### config.mk
export PLATFORM = sky130hd
export DESIGN_NAME = ee_spi_dev
export DESIGN_NICKNAME = d
export VERILOG_FILES = /design/src/rtl/ee_pkg.sv /design/src/rtl/ee_spi_dev.sv
export SDC_FILE = /design/constraint.sdc
export NUM_CORES = 2
export LEC_CHECK = 0
export BUFFER_PORTS_ARGS = -buffer_cell sky130_fd_sc_hd__buf_2
export CORE_ASPECT_RATIO = 1.5
export CORE_MARGIN = 2
export CORE_UTILIZATION = 58
export CTS_CLUSTER_SIZE = 30
export DETAILED_ROUTE_END_ITERATION = 6
export PLACE_DENSITY_LB_ADDON = 0.1
export SETUP_SLACK_MARGIN = 0.3
export SYNTH_ARGS = -nofsm -noshare
export SYNTH_HDL_FRONTEND = slang
export SYNTH_SLANG_ARGS = --single-unit
### constraint.sdc
create_clock -name ref_clk -period 61.4 [get_ports ref_clk]
set_input_delay 6.14 -clock ref_clk [delete_from_list [all_inputs] [get_ports ref_clk]]
set_output_delay 6.14 -clock ref_clk [all_outputs]
set_load 0.05 [all_outputs]
### src/rtl/ee_pkg.sv
package ee_pkg;
  localparam int unsigned CLK_HZ = 50_000_000;
  localparam int unsigned TWC_MS = 5;
  localparam int unsigned TWC_CYC = CLK_HZ / 1000 * TWC_MS;
  localparam int unsigned ADDR_W = 19;
  localparam int unsigned PAGE_BYTES = 256;
  localparam int unsigned PAGE_COUNT = 2048;
  localparam logic [7:0] OP_WRSR = 8'h01;
  localparam logic [7:0] OP_WRITE = 8'h02;
  localparam logic [7:0] OP_READ = 8'h03;
  localparam logic [7:0] OP_WRDI = 8'h04;
  localparam logic [7:0] OP_RDSR = 8'h05;
  localparam logic [7:0] OP_WREN = 8'h06;
  localparam logic [7:0] OP_PRWE = 8'h07;
  localparam logic [7:0] OP_PRWD = 8'h0A;
  localparam logic [7:0] OP_RMPR = 8'h31;
  localparam logic [7:0] OP_WMPR = 8'h32;
  localparam logic [7:0] OP_WREX = 8'h82;
  localparam logic [7:0] OP_RDEX = 8'h83;
  localparam logic [7:0] OP_SPID = 8'h9F;
  localparam int unsigned S0_LOCK = 7;
  localparam int unsigned S0_BPH = 3;
  localparam int unsigned S0_BPL = 2;
  localparam int unsigned S1_SCHEME = 7;
  localparam int unsigned S1_FREEZE = 5;
  localparam int unsigned S1_BLOCK = 3;
  localparam logic [1:0] PB_OPEN = 2'h0;
  localparam logic [1:0] PB_SW = 2'h1;
  localparam logic [1:0] PB_PIN = 2'h2;
  localparam logic [1:0] PB_LOCK = 2'h3;
  localparam logic [1:0] BP_QUARTER = 2'h1;
  localparam logic [1:0] BP_HALF = 2'h2;
  localparam logic [1:0] BP_ALL = 2'h3;
  localparam logic [18:0] QUARTER_BASE = 19'h60000;
  localparam logic [18:0] HALF_BASE = 19'h40000;
  localparam logic [18:0] SEC_LOCK_ADDR = 19'h00400;
  localparam logic [7:0] RSV_BYTE = 8'hFF;
  localparam logic [7:0] PART_RESET = 8'h00;
  localparam logic [2:0] ID_LAST = 3'h4;
  typedef enum {PH_CMD, PH_ADDR, PH_DATA, PH_IGNORE} ee_phase_e;
  typedef struct packed {
    logic [18:0] addr;
    logic [7:0]  data;
  } ee_wr_s;
  typedef struct packed {
    logic cs_n;
    logic sck;
    logic si;
    logic hold_n;
    logic wp_n;
  } ee_pins_s;
  localparam ee_pins_s PINS_IDLE = '{cs_n: 1'b1, sck: 1'b0, si: 1'b0, hold_n: 1'b1, wp_n: 1'b1};
endpackage

### src/rtl/ee_spi_dev.sv
`timescale 1ns/1ns
`default_nettype none
module ee_spi_dev #(
  parameter int unsigned   WRITE_CYCLE_CYC = ee_pkg::TWC_CYC,
  parameter logic [39:0]   ID_VALUE        = 40'h1122334455, // arbitrary value
  parameter logic [127:0]  SERIAL_VALUE    = 128'h00112233445566778899AABBCCDDEEFF // arbitrary
) (
  input  wire logic           ref_clk,
  input  wire logic           rstn,
  input  wire logic           cs_n,
  input  wire logic           sck,
  input  wire logic           si,
  input  wire logic           hold_n,
  input  wire logic           wp_n,
  output logic                so,
  output logic                so_oe,
  output logic                standby,
  output logic [18:0]         mem_raddr,
  input  wire logic [7:0]     mem_rdata,
  input  wire logic           ecc_corrected,
  output logic                wr_valid,
  input  wire logic           wr_ready,
  output ee_pkg::ee_wr_s      wr_word
);
  localparam int unsigned CW = $clog2(WRITE_CYCLE_CYC + 1);

  logic [1:0]        rst_sync;
  logic              rst_n;
  ee_pkg::ee_pins_s  pin_meta;
  ee_pkg::ee_pins_s  pin_q;
  logic              sck_d;
  logic              sel_d;
  logic              sel;
  logic              hold_on;
  logic              sck_rise;
  logic              sck_fall;
  logic              frame_end;
  logic [2:0]        bit_cnt;
  logic [7:0]        rx_sh;
  logic [7:0]        rx_byte;
  logic              byte_done;
  logic [7:0]        out_sh;
  logic [7:0]        tx_byte;
  ee_pkg::ee_phase_e ph;
  logic [7:0]        opcode;
  logic [1:0]        addr_cnt;
  logic [18:0]       addr;
  logic [2:0]        idx;
  logic              wrote;
  logic              lock_en;
  logic [1:0]        bp;
  logic              write_enable_latch;
  logic              busy;
  logic [CW-1:0]     busy_cnt;
  logic              scheme;
  logic              ecc;
  logic              freeze;
  logic              partition_write_latch;
  logic              blk;
  logic [7:0]        part [8];
  logic [7:0]        user_page [256];
  logic              sec_lock;
  logic [7:0]        st0;
  logic [7:0]        st1;
  logic              data_byte;
  logic              status_guarded;
  logic              do_wrsr0;
  logic              do_wrsr1;
  logic              do_write;
  logic              do_sec;
  logic              do_lock;
  logic              do_wmpr;
  ee_pkg::ee_wr_s    fifo [2];
  logic              f_wp;
  logic              f_rp;
  logic [1:0]        f_cnt;
  logic              f_ready;

  always_ff @(posedge ref_clk or negedge rstn) begin
    if (!rstn) begin
      rst_sync <= 2'h0;
    end else begin
      rst_sync <= {rst_sync[0], 1'b1};
    end
  end
  assign rst_n = rst_sync[1];

  // pins come from the host's domain and pass two flops first
  always_ff @(posedge ref_clk or negedge rst_n) begin
    if (!rst_n) begin
      pin_meta <= ee_pkg::PINS_IDLE;
      pin_q    <= ee_pkg::PINS_IDLE;
      sck_d    <= 1'b0;
      sel_d    <= 1'b0;
    end else begin
      pin_meta <= {cs_n, sck, si, hold_n, wp_n};
      pin_q    <= pin_meta;
      sck_d    <= pin_q.sck;
      sel_d    <= sel;
    end
  end

  assign sel       = !pin_q.cs_n;
  assign frame_end = !sel && sel_d;
  assign hold_on   = sel && !pin_q.hold_n;
  assign sck_rise  = sel && !hold_on && pin_q.sck && !sck_d;
  assign sck_fall  = sel && !hold_on && !pin_q.sck && sck_d;
  assign rx_byte   = {rx_sh[6:0], pin_q.si};
  assign byte_done = sck_rise && (bit_cnt == 3'h7);

  always_ff @(posedge ref_clk or negedge rst_n) begin
    if (!rst_n) begin
      bit_cnt <= 3'h0;
      rx_sh   <= 8'h00;
    end else if (!sel) begin
      bit_cnt <= 3'h0;
    end else if (sck_rise) begin
      bit_cnt <= bit_cnt + 3'h1;
      rx_sh   <= rx_byte;
    end
  end

  function automatic logic [7:0] sec_byte(input logic [18:0] a);
    if (a[8]) begin
      sec_byte = user_page[a[7:0]];
    end else if (a[7:4] == 4'h0) begin
      sec_byte = SERIAL_VALUE[{~a[3:0], 3'b000} +: 8];
    end else begin
      sec_byte = ee_pkg::RSV_BYTE;
    end
  endfunction

  function automatic logic [7:0] id_byte(input logic [2:0] i);
    if (i > ee_pkg::ID_LAST) begin
      id_byte = ee_pkg::RSV_BYTE;
    end else begin
      id_byte = ID_VALUE[{3'(ee_pkg::ID_LAST - i), 3'b000} +: 8];
    end
  endfunction

  function automatic logic array_guarded(input logic [18:0] a);
    logic       hit;
    logic [1:0] beh;
    hit = 1'b0;
    beh = part[7][7:6];
    for (int i = 0; i < 8; i++) begin
      if (!hit && a[18:13] <= part[i][5:0]) begin
        hit = 1'b1;
        beh = part[i][7:6];
      end
    end
    if (scheme) begin
      case (beh)
        ee_pkg::PB_OPEN: array_guarded = 1'b0;
        ee_pkg::PB_PIN:  array_guarded = !pin_q.wp_n;
        default:         array_guarded = 1'b1;
      endcase
    end else begin
      case (bp)
        ee_pkg::BP_QUARTER: array_guarded = a >= ee_pkg::QUARTER_BASE;
        ee_pkg::BP_HALF:    array_guarded = a >= ee_pkg::HALF_BASE;
        ee_pkg::BP_ALL:     array_guarded = 1'b1;
        default:            array_guarded = 1'b0;
      endcase
    end
  endfunction

  // sequence state survives pauses because every step waits for an unpaused edge
  always_ff @(posedge ref_clk or negedge rst_n) begin
    if (!rst_n) begin
      ph       <= ee_pkg::PH_CMD;
      opcode   <= 8'h00;
      addr_cnt <= 2'h0;
      addr     <= 19'h00000;
      idx      <= 3'h0;
    end else if (!sel) begin
      ph       <= ee_pkg::PH_CMD;
      addr_cnt <= 2'h0;
      idx      <= 3'h0;
    end else if (byte_done) begin
      case (ph)
        ee_pkg::PH_CMD: begin
          opcode <= rx_byte;
          if (busy && rx_byte != ee_pkg::OP_RDSR) begin
            ph <= ee_pkg::PH_IGNORE;
          end else begin
            case (rx_byte)
              ee_pkg::OP_RDSR, ee_pkg::OP_WRSR, ee_pkg::OP_SPID: ph <= ee_pkg::PH_DATA;
              ee_pkg::OP_READ, ee_pkg::OP_WRITE, ee_pkg::OP_RDEX, ee_pkg::OP_WREX,
              ee_pkg::OP_RMPR, ee_pkg::OP_WMPR: ph <= ee_pkg::PH_ADDR;
              default: ph <= ee_pkg::PH_IGNORE;
            endcase
          end
        end
        ee_pkg::PH_ADDR: begin
          addr     <= {addr[10:0], rx_byte};
          addr_cnt <= addr_cnt + 2'h1;
          if (addr_cnt == 2'h2) begin
            ph <= ee_pkg::PH_DATA;
          end
        end
        ee_pkg::PH_DATA: begin
          if (idx != 3'h7) begin
            idx <= idx + 3'h1;
          end
          if (opcode == ee_pkg::OP_READ || opcode == ee_pkg::OP_RDEX) begin
            addr <= addr + 19'h00001;
          end else if (opcode == ee_pkg::OP_WRITE || opcode == ee_pkg::OP_WREX) begin
            addr <= {addr[18:8], addr[7:0] + 8'h01};
          end
        end
        default: ph <= ee_pkg::PH_IGNORE;
      endcase
    end
  end

  assign st0 = {lock_en, 3'b000, bp, write_enable_latch, busy};
  assign st1 = {scheme, ecc, freeze, partition_write_latch, blk, 2'b00, busy};
  assign status_guarded = lock_en && !pin_q.wp_n;
  assign data_byte = byte_done && ph == ee_pkg::PH_DATA;
  assign do_wrsr0 = data_byte && opcode == ee_pkg::OP_WRSR && write_enable_latch
                    && !status_guarded && idx == 3'h0;
  assign do_wrsr1 = data_byte && opcode == ee_pkg::OP_WRSR && write_enable_latch
                    && !status_guarded && idx == 3'h1;
  assign do_write = data_byte && opcode == ee_pkg::OP_WRITE && write_enable_latch
                    && !array_guarded(addr) && f_ready;
  assign do_lock  = data_byte && opcode == ee_pkg::OP_WREX && write_enable_latch && !sec_lock
                    && addr == ee_pkg::SEC_LOCK_ADDR;
  assign do_sec   = data_byte && opcode == ee_pkg::OP_WREX && write_enable_latch && !sec_lock
                    && addr[18:8] == 11'h001;
  assign do_wmpr  = data_byte && opcode == ee_pkg::OP_WMPR && write_enable_latch
                    && partition_write_latch && !freeze
                    && part[addr[2:0]][7:6] != ee_pkg::PB_LOCK;

  always_ff @(posedge ref_clk or negedge rst_n) begin
    if (!rst_n) begin
      wrote <= 1'b0;
    end else if (!sel) begin
      wrote <= 1'b0;
    end else if (do_wrsr0 || do_wrsr1 || do_write || do_lock || do_sec || do_wmpr) begin
      wrote <= 1'b1;
    end
  end

  always_ff @(posedge ref_clk or negedge rst_n) begin
    if (!rst_n) begin
      lock_en <= 1'b0;
      bp      <= 2'h0;
      scheme  <= 1'b0;
      freeze  <= 1'b0;
      blk     <= 1'b0;
    end else if (do_wrsr0) begin
      lock_en <= rx_byte[ee_pkg::S0_LOCK];
      bp      <= {rx_byte[ee_pkg::S0_BPH], rx_byte[ee_pkg::S0_BPL]};
    end else if (do_wrsr1) begin
      if (!freeze) begin
        scheme <= rx_byte[ee_pkg::S1_SCHEME];
      end
      freeze <= freeze | rx_byte[ee_pkg::S1_FREEZE];
      blk    <= blk | rx_byte[ee_pkg::S1_BLOCK];
    end
  end

  always_ff @(posedge ref_clk or negedge rst_n) begin
    if (!rst_n) begin
      write_enable_latch <= 1'b0;
    end else if (frame_end && wrote) begin
      write_enable_latch <= 1'b0;
    end else if (byte_done && ph == ee_pkg::PH_CMD && !busy) begin
      if (rx_byte == ee_pkg::OP_WREN) begin
        write_enable_latch <= 1'b1;
      end else if (rx_byte == ee_pkg::OP_WRDI) begin
        write_enable_latch <= 1'b0;
      end
    end
  end

  always_ff @(posedge ref_clk or negedge rst_n) begin
    if (!rst_n) begin
      partition_write_latch <= 1'b0;
    end else if (frame_end && wrote) begin
      partition_write_latch <= 1'b0;
    end else if (byte_done && ph == ee_pkg::PH_CMD && !busy) begin
      if (rx_byte == ee_pkg::OP_PRWE) begin
        partition_write_latch <= 1'b1;
      end else if (rx_byte == ee_pkg::OP_PRWD) begin
        partition_write_latch <= 1'b0;
      end
    end
  end

  // a correction report at the end of a status read still sets the flag
  always_ff @(posedge ref_clk or negedge rst_n) begin
    if (!rst_n) begin
      ecc <= 1'b0;
    end else if (ecc_corrected) begin
      ecc <= 1'b1;
    end else if (frame_end && opcode == ee_pkg::OP_RDSR) begin
      ecc <= 1'b0;
    end
  end

  always_ff @(posedge ref_clk or negedge rst_n) begin
    if (!rst_n) begin
      for (int i = 0; i < 8; i++) begin
        part[i] <= ee_pkg::PART_RESET;
      end
    end else if (do_wmpr) begin
      part[addr[2:0]] <= blk ? {rx_byte[7:6], part[addr[2:0]][5:0]} : rx_byte;
    end
  end

  always_ff @(posedge ref_clk or negedge rst_n) begin
    if (!rst_n) begin
      sec_lock <= 1'b0;
    end else if (do_lock) begin
      sec_lock <= 1'b1;
    end
  end

  always_ff @(posedge ref_clk or negedge rst_n) begin
    if (!rst_n) begin
      for (int i = 0; i < 256; i++) begin
        user_page[i] <= ee_pkg::RSV_BYTE;
      end
    end else if (do_sec) begin
      user_page[addr[7:0]] <= rx_byte;
    end
  end

  // write cycle waits for the buffer to drain, so a slow receiver holds busy
  always_ff @(posedge ref_clk or negedge rst_n) begin
    if (!rst_n) begin
      busy     <= 1'b0;
      busy_cnt <= '0;
    end else if (frame_end && wrote) begin
      busy     <= 1'b1;
      busy_cnt <= '0;
    end else if (busy && f_cnt == 2'h0) begin
      if (busy_cnt == CW'(WRITE_CYCLE_CYC - 1)) begin
        busy <= 1'b0;
      end else begin
        busy_cnt <= busy_cnt + CW'(1);
      end
    end
  end

  assign f_ready = f_cnt != 2'h2;
  assign wr_valid = f_cnt != 2'h0;
  assign wr_word = fifo[f_rp];

  always_ff @(posedge ref_clk or negedge rst_n) begin
    if (!rst_n) begin
      f_wp  <= 1'b0;
      f_rp  <= 1'b0;
      f_cnt <= 2'h0;
    end else begin
      if (do_write) begin
        f_wp <= !f_wp;
      end
      if (wr_valid && wr_ready) begin
        f_rp <= !f_rp;
      end
      f_cnt <= f_cnt + {1'b0, do_write} - {1'b0, wr_valid && wr_ready};
    end
  end

  always_ff @(posedge ref_clk) begin
    if (do_write) begin
      fifo[f_wp] <= '{addr: addr, data: rx_byte};
    end
  end

  always_comb begin
    tx_byte = 8'h00;
    case (opcode)
      ee_pkg::OP_RDSR: tx_byte = idx[0] ? st1 : st0;
      ee_pkg::OP_SPID: tx_byte = id_byte(idx);
      ee_pkg::OP_READ: tx_byte = mem_rdata;
      ee_pkg::OP_RDEX: tx_byte = sec_byte(addr);
      ee_pkg::OP_RMPR: tx_byte = part[addr[2:0]];
      default:         tx_byte = 8'h00;
    endcase
    if (ph != ee_pkg::PH_DATA) begin
      tx_byte = 8'h00;
    end
  end

  always_ff @(posedge ref_clk or negedge rst_n) begin
    if (!rst_n) begin
      so     <= 1'b0;
      out_sh <= 8'h00;
    end else if (sck_fall) begin
      if (bit_cnt == 3'h0) begin
        so     <= tx_byte[7];
        out_sh <= {tx_byte[6:0], 1'b0};
      end else begin
        so     <= out_sh[7];
        out_sh <= {out_sh[6:0], 1'b0};
      end
    end
  end

  always_ff @(posedge ref_clk or negedge rst_n) begin
    if (!rst_n) begin
      so_oe     <= 1'b0;
      standby   <= 1'b1;
      mem_raddr <= 19'h00000;
    end else begin
      so_oe     <= sel && !hold_on;
      standby   <= !sel && !busy;
      mem_raddr <= addr;
    end
  end

  AST_DESEL_HIZ: assert property (@(posedge ref_clk) disable iff (!rst_n)
    $rose(pin_q.cs_n) |=> !so_oe && !byte_done)
    else $error("output driven or byte taken after deselect");

  AST_HOLD_HIZ: assert property (@(posedge ref_clk) disable iff (!rst_n)
    hold_on |=> !so_oe)
    else $error("output driven while paused");

  AST_SO_ON_FALL: assert property (@(posedge ref_clk) disable iff (!rst_n)
    $changed(so) |-> $past(sck_fall))
    else $error("output changed without a falling clock");

  AST_RX_ON_RISE: assert property (@(posedge ref_clk) disable iff (!rst_n)
    $changed(bit_cnt) |-> $past(sck_rise) || !$past(sel))
    else $error("bit count moved without a rising clock");

  AST_HOLD_KEEPS: assert property (@(posedge ref_clk) disable iff (!rst_n)
    hold_on && sel ##1 sel |-> $stable(bit_cnt) && $stable(ph) && $stable(addr))
    else $error("sequence state changed during pause");

  AST_BUSY_AFTER_WRITE: assert property (@(posedge ref_clk) disable iff (!rst_n)
    frame_end && wrote |=> busy ##1 !standby)
    else $error("no write cycle after a write sequence");

  AST_PAGE_WRAP: assert property (@(posedge ref_clk) disable iff (!rst_n)
    do_write |=> addr[18:8] == $past(addr[18:8]) && addr[7:0] == $past(addr[7:0]) + 8'h01)
    else $error("page write left its page");

  AST_RSV_ZERO: assert property (@(posedge ref_clk) disable iff (!rst_n)
    st0[6:4] == 3'h0 && st1[2:1] == 2'h0 && st0[0] == st1[0])
    else $error("reserved status bits not zero");

  AST_STATUS_GUARD: assert property (@(posedge ref_clk) disable iff (!rst_n)
    lock_en && !pin_q.wp_n |=> $stable(bp) && $stable(lock_en))
    else $error("guarded status register changed");

  AST_PART_ZERO_OPEN: assert property (@(posedge ref_clk) disable iff (!rst_n)
    scheme && {part[0], part[1], part[2], part[3]} == 32'h0
    && {part[4], part[5], part[6], part[7]} == 32'h0 |-> !array_guarded(addr))
    else $error("zeroed partitions guard the array");
endmodule
`default_nettype wire

==> impl_metrics.py <==
metrics = {
    "clock_network": {
        "clockRootBuffer": "clkbuf_16",
        "clock_path_buffers": 4,
        "clk_pin_slew_ns": 0.07,
        "cts_buffers": 221,
        "clk_latency_ns": 0.90,
        "cts_setup_buffers": 0,
        "cts_tree": "yes",
        "cts_max_level": 4,
        "holdBufCountCts": 0,
        "cts_sinks": 2287,
        "cts_resized": 0,
    },
    "synth": {
        "ys_ff_latch": 2287,
        "syn_inst": 8121,
        "synth_nets": 8202,
        "yosysSeqAreaShare": 0.5491,
        "postSynthAreaPerCell_um2": 13.47,
        "synthesis.area_mm2": 0.1094,
        "synth-main-ff-cell": "dfstp_2",
        "async_reset_ff_frac": 0.9764,
        "synth_edf_count": 54,
        "synth_cell_types": 91,
        "ys_warn_count": 0,
    },
    "run": {
        "max_cap_viol_count": 0,
    },
    "setup_path": {
        "arrival_ns": 2.65,
        "r2r_start": "addr[0]$_DFFE_PN0P_",
        "path_buf_inv": 1,
        "worstSetupStartpointType": "register",
        "required_ns": 55.26,
        "slowest_delay_ns": 1.10,
        "critPathSlowestCell": "dfrtp_1",
        "critPathCaptureType": "primary output",
        "rrSetupSlack_ns": 55.24,
        "crit_type": "reg -> out",
        "crit_chain": "mux2_2 -> buf_2",
        "path_max_fanout": 28,
        "reg2reg_to": "out_sh[3]$_DFFE_PN0P_",
        "r2r_cells": 11,
        "path_delay_family": "flip-flops",
    },
    "detailed_routing": {
        "via_count": 72360,
        "drtAntennaViolNets": 0,
        "drtIter0Drc": 6909,
        "wl_per_cell_um": 33.24,
        "first_pass_iters": 6,
        "drc": 0,
        "vias_per_cell": 6.842,
        "routed_wl_um": 351500,
    },
    "run_status": {
        "outcome": "finished, final reports clean",
    },
    "timing": {
        "fin_crit_sh": 0.1431,
        "drv_slew": 0,
        "setup_violations": 0,
        "relSlewSlack": 0.04982,
        "hold_viol": 0,
        "worst-slew-pin-transition_ns": 1.410,
        "layout_min_cycle_time_ns": 8.785,
        "grt_setup_unrepaired": "false",
        "finalClockSkew_ns": 0.05009,
        "setup_ws_ns": 52.61,
        "tns_ns": 0,
        "fmax_mhz": 113.8,
    },
    "place": {
        "io_buffers": 66,
        "dp_slack_ns": 53.48,
        "gp_congestion": 0.9139,
        "hpwl_um": 216100,
    },
    "hold_path": {
        "holdPathStages": 0,
        "min_from": "rst_sync[0]$_DFF_PN0_",
        "worstHoldPathType": "reg -> reg",
        "hold_end": "rst_sync[1]$_DFF_PN0_",
    },
    "finish": {
        "syn2layout_area_growth_pct": 9.158,
        "mostFrequentLayoutCells": "mux2_2, dfstp_2, nand2_1",
        "utilization": 0.6357,
        "layout_commonest_cell": "mux2_2",
        "nets": 8018,
        "drive_gt1_frac": 0.6473,
        "fillers": 14190,
    },
    "floorplanning": {
        "die_x_um": 358.6,
        "fp.dieArea_mm2": 0.1922,
        "start_util": 0.5824,
        "ios": 67,
        "rows": 195,
        "design.core.area_mm2": 0.1879,
        "fp.dieH_um": 535.9,
    },
    "global_routing": {
        "track_usage": 0.3633,
        "grt.overflow.total": 0,
        "grt_pass1_wl_um": 513000,
        "antenna_found_initial": 5,
        "grt_start_max_net_pins": 194,
        "grt_pass1_vias": 74210,
    },
    "power": {
        "p_leak_nw": 47.18,
        "p_per_area_mw_per_mm2": 26.69,
        "vdd_ir_drop_max_mv": 0.03152,
    },
}
## metal layers
layer / part of all wire / global-route usage / vias to the layer above
met5: 0.000063 / 0 / -
met4: 0.075 / 0.2321 / 4
met3: 0.068 / 0.06105 / 1099
met2: 0.48 / 0.5895 / 3076
met1: 0.38 / 0.4502 / 38470
li1: - / - / 29720
## power by group
part           internal [W]  total [W]  switching, W
Clock              0.000829    0.00143      0.000597
Combinational     0.0000343   0.000210      0.000176
Sequential          0.00153    0.00155     0.0000250
## layout make-up
cell class	instances	area [µm²]	share of cell area
inverter	73	287.8	0.002410
tap	2462	3080	0.02579
clock inverter	58	823.3	0.006894
multi-input combinational	5096	46490	0.3893
antenna	2	5.005	0.00004191
timing repair buffer	258	1942	0.01626
clock buffer	340	6676	0.05590
sequential	2287	60120	0.5034
## stage by stage
stage,hold slack [ns],total power [W],cell area [µm²],std cells
floorplan,0.3311,0.001694,109400,8121
global placement,0.3396,0.001778,111900,10170
detailed placement,0.3434,0.001782,111900,10180
CTS,0.3572,0.003203,119400,10570
global route,0.3681,0.003277,119400,10580
finish,0.3541,0.003187,119400,10580
## cells by family (layout without fill, tap and decap cells)
| logic type | count (synthesis) | after routing | share of synthesized area |
|---|---|---|---|
| simple gates | 1069 | 1069 | 0.05319 |
| flops | 2287 | 2287 | 0.5491 |
| fa+ha+maj | 64 | 64 | 0.007319 |
| other cells | 1 | 3 | 0.00003428 |
| buf+inv | 738 | 729 | 0.02762 |
| compound gates | 1337 | 1337 | 0.08624 |
| mux | 2606 | 2606 | 0.2750 |
| xor+xnor | 19 | 19 | 0.001521 |
## worst reg2reg max path, delay by kind of cell (launching register included)
kind,cells,cell delay (ns)
flip-flops,1,0.65
AND/OR/NAND/NOR,3,1.17
AO/OA/AOI/OAI,4,1.66
buffers and inverters,3,2.00
multiplexers,1,0.51
## worst max-delay path by stage
stage / from / to / slack (ns) / depth (start not counted)
after floorplan: rst_sync[1]$_DFF_PN0_ / addr[0]$_DFFE_PN0P_ / 27.19 / 0
after global placement: f_rp$_DFFE_PN0P_ / wr_word[6] / 53.50 / 2
after detailed placement: f_rp$_DFFE_PN0P_ / wr_word[2] / 53.48 / 2
after CTS: f_rp$_DFFE_PN0P_ / wr_word[2] / 52.54 / 2
after global routing: f_rp$_DFFE_PN0P_ / wr_word[3] / 52.48 / 2
final: f_rp$_DFFE_PN0P_ / wr_word[2] / 52.61 / 2
## synthesized netlist by cell type (89+ instances only)
| master | number | share of area |
|---|---|---|
| mux2_2 | 2258 | 0.23 |
| dfstp_2 | 2055 | 0.49 |
| clkbuf_1 | 478 | 0.016 |
| nand2_1 | 363 | 0.012 |
| a21oi_1 | 272 | 0.012 |
| o21ai_0 | 238 | 0.011 |
| a221oi_1 | 229 | 0.018 |
| nor2_1 | 213 | 0.0073 |
| mux2i_1 | 206 | 0.019 |
| dfrtp_1 | 178 | 0.041 |
| a22oi_1 | 156 | 0.011 |
| buf_2 | 105 | 0.0048 |
| nor2_2 | 105 | 0.0060 |
| mux4_2 | 89 | 0.018 |
## registers in the layout (all words and copies together), names as in the netlist, 7 cells and up
| signal | cells |
|---|---|
| opcode | 8 |
| part | 64 |
| busy_cnt | 18 |
| fifo | 54 |
| out_sh | 7 |
| user_page | 2048 |
| rx_sh | 7 |
| addr | 19 |
| mem_raddr | 19 |
(Power assumes the default switching activity.)
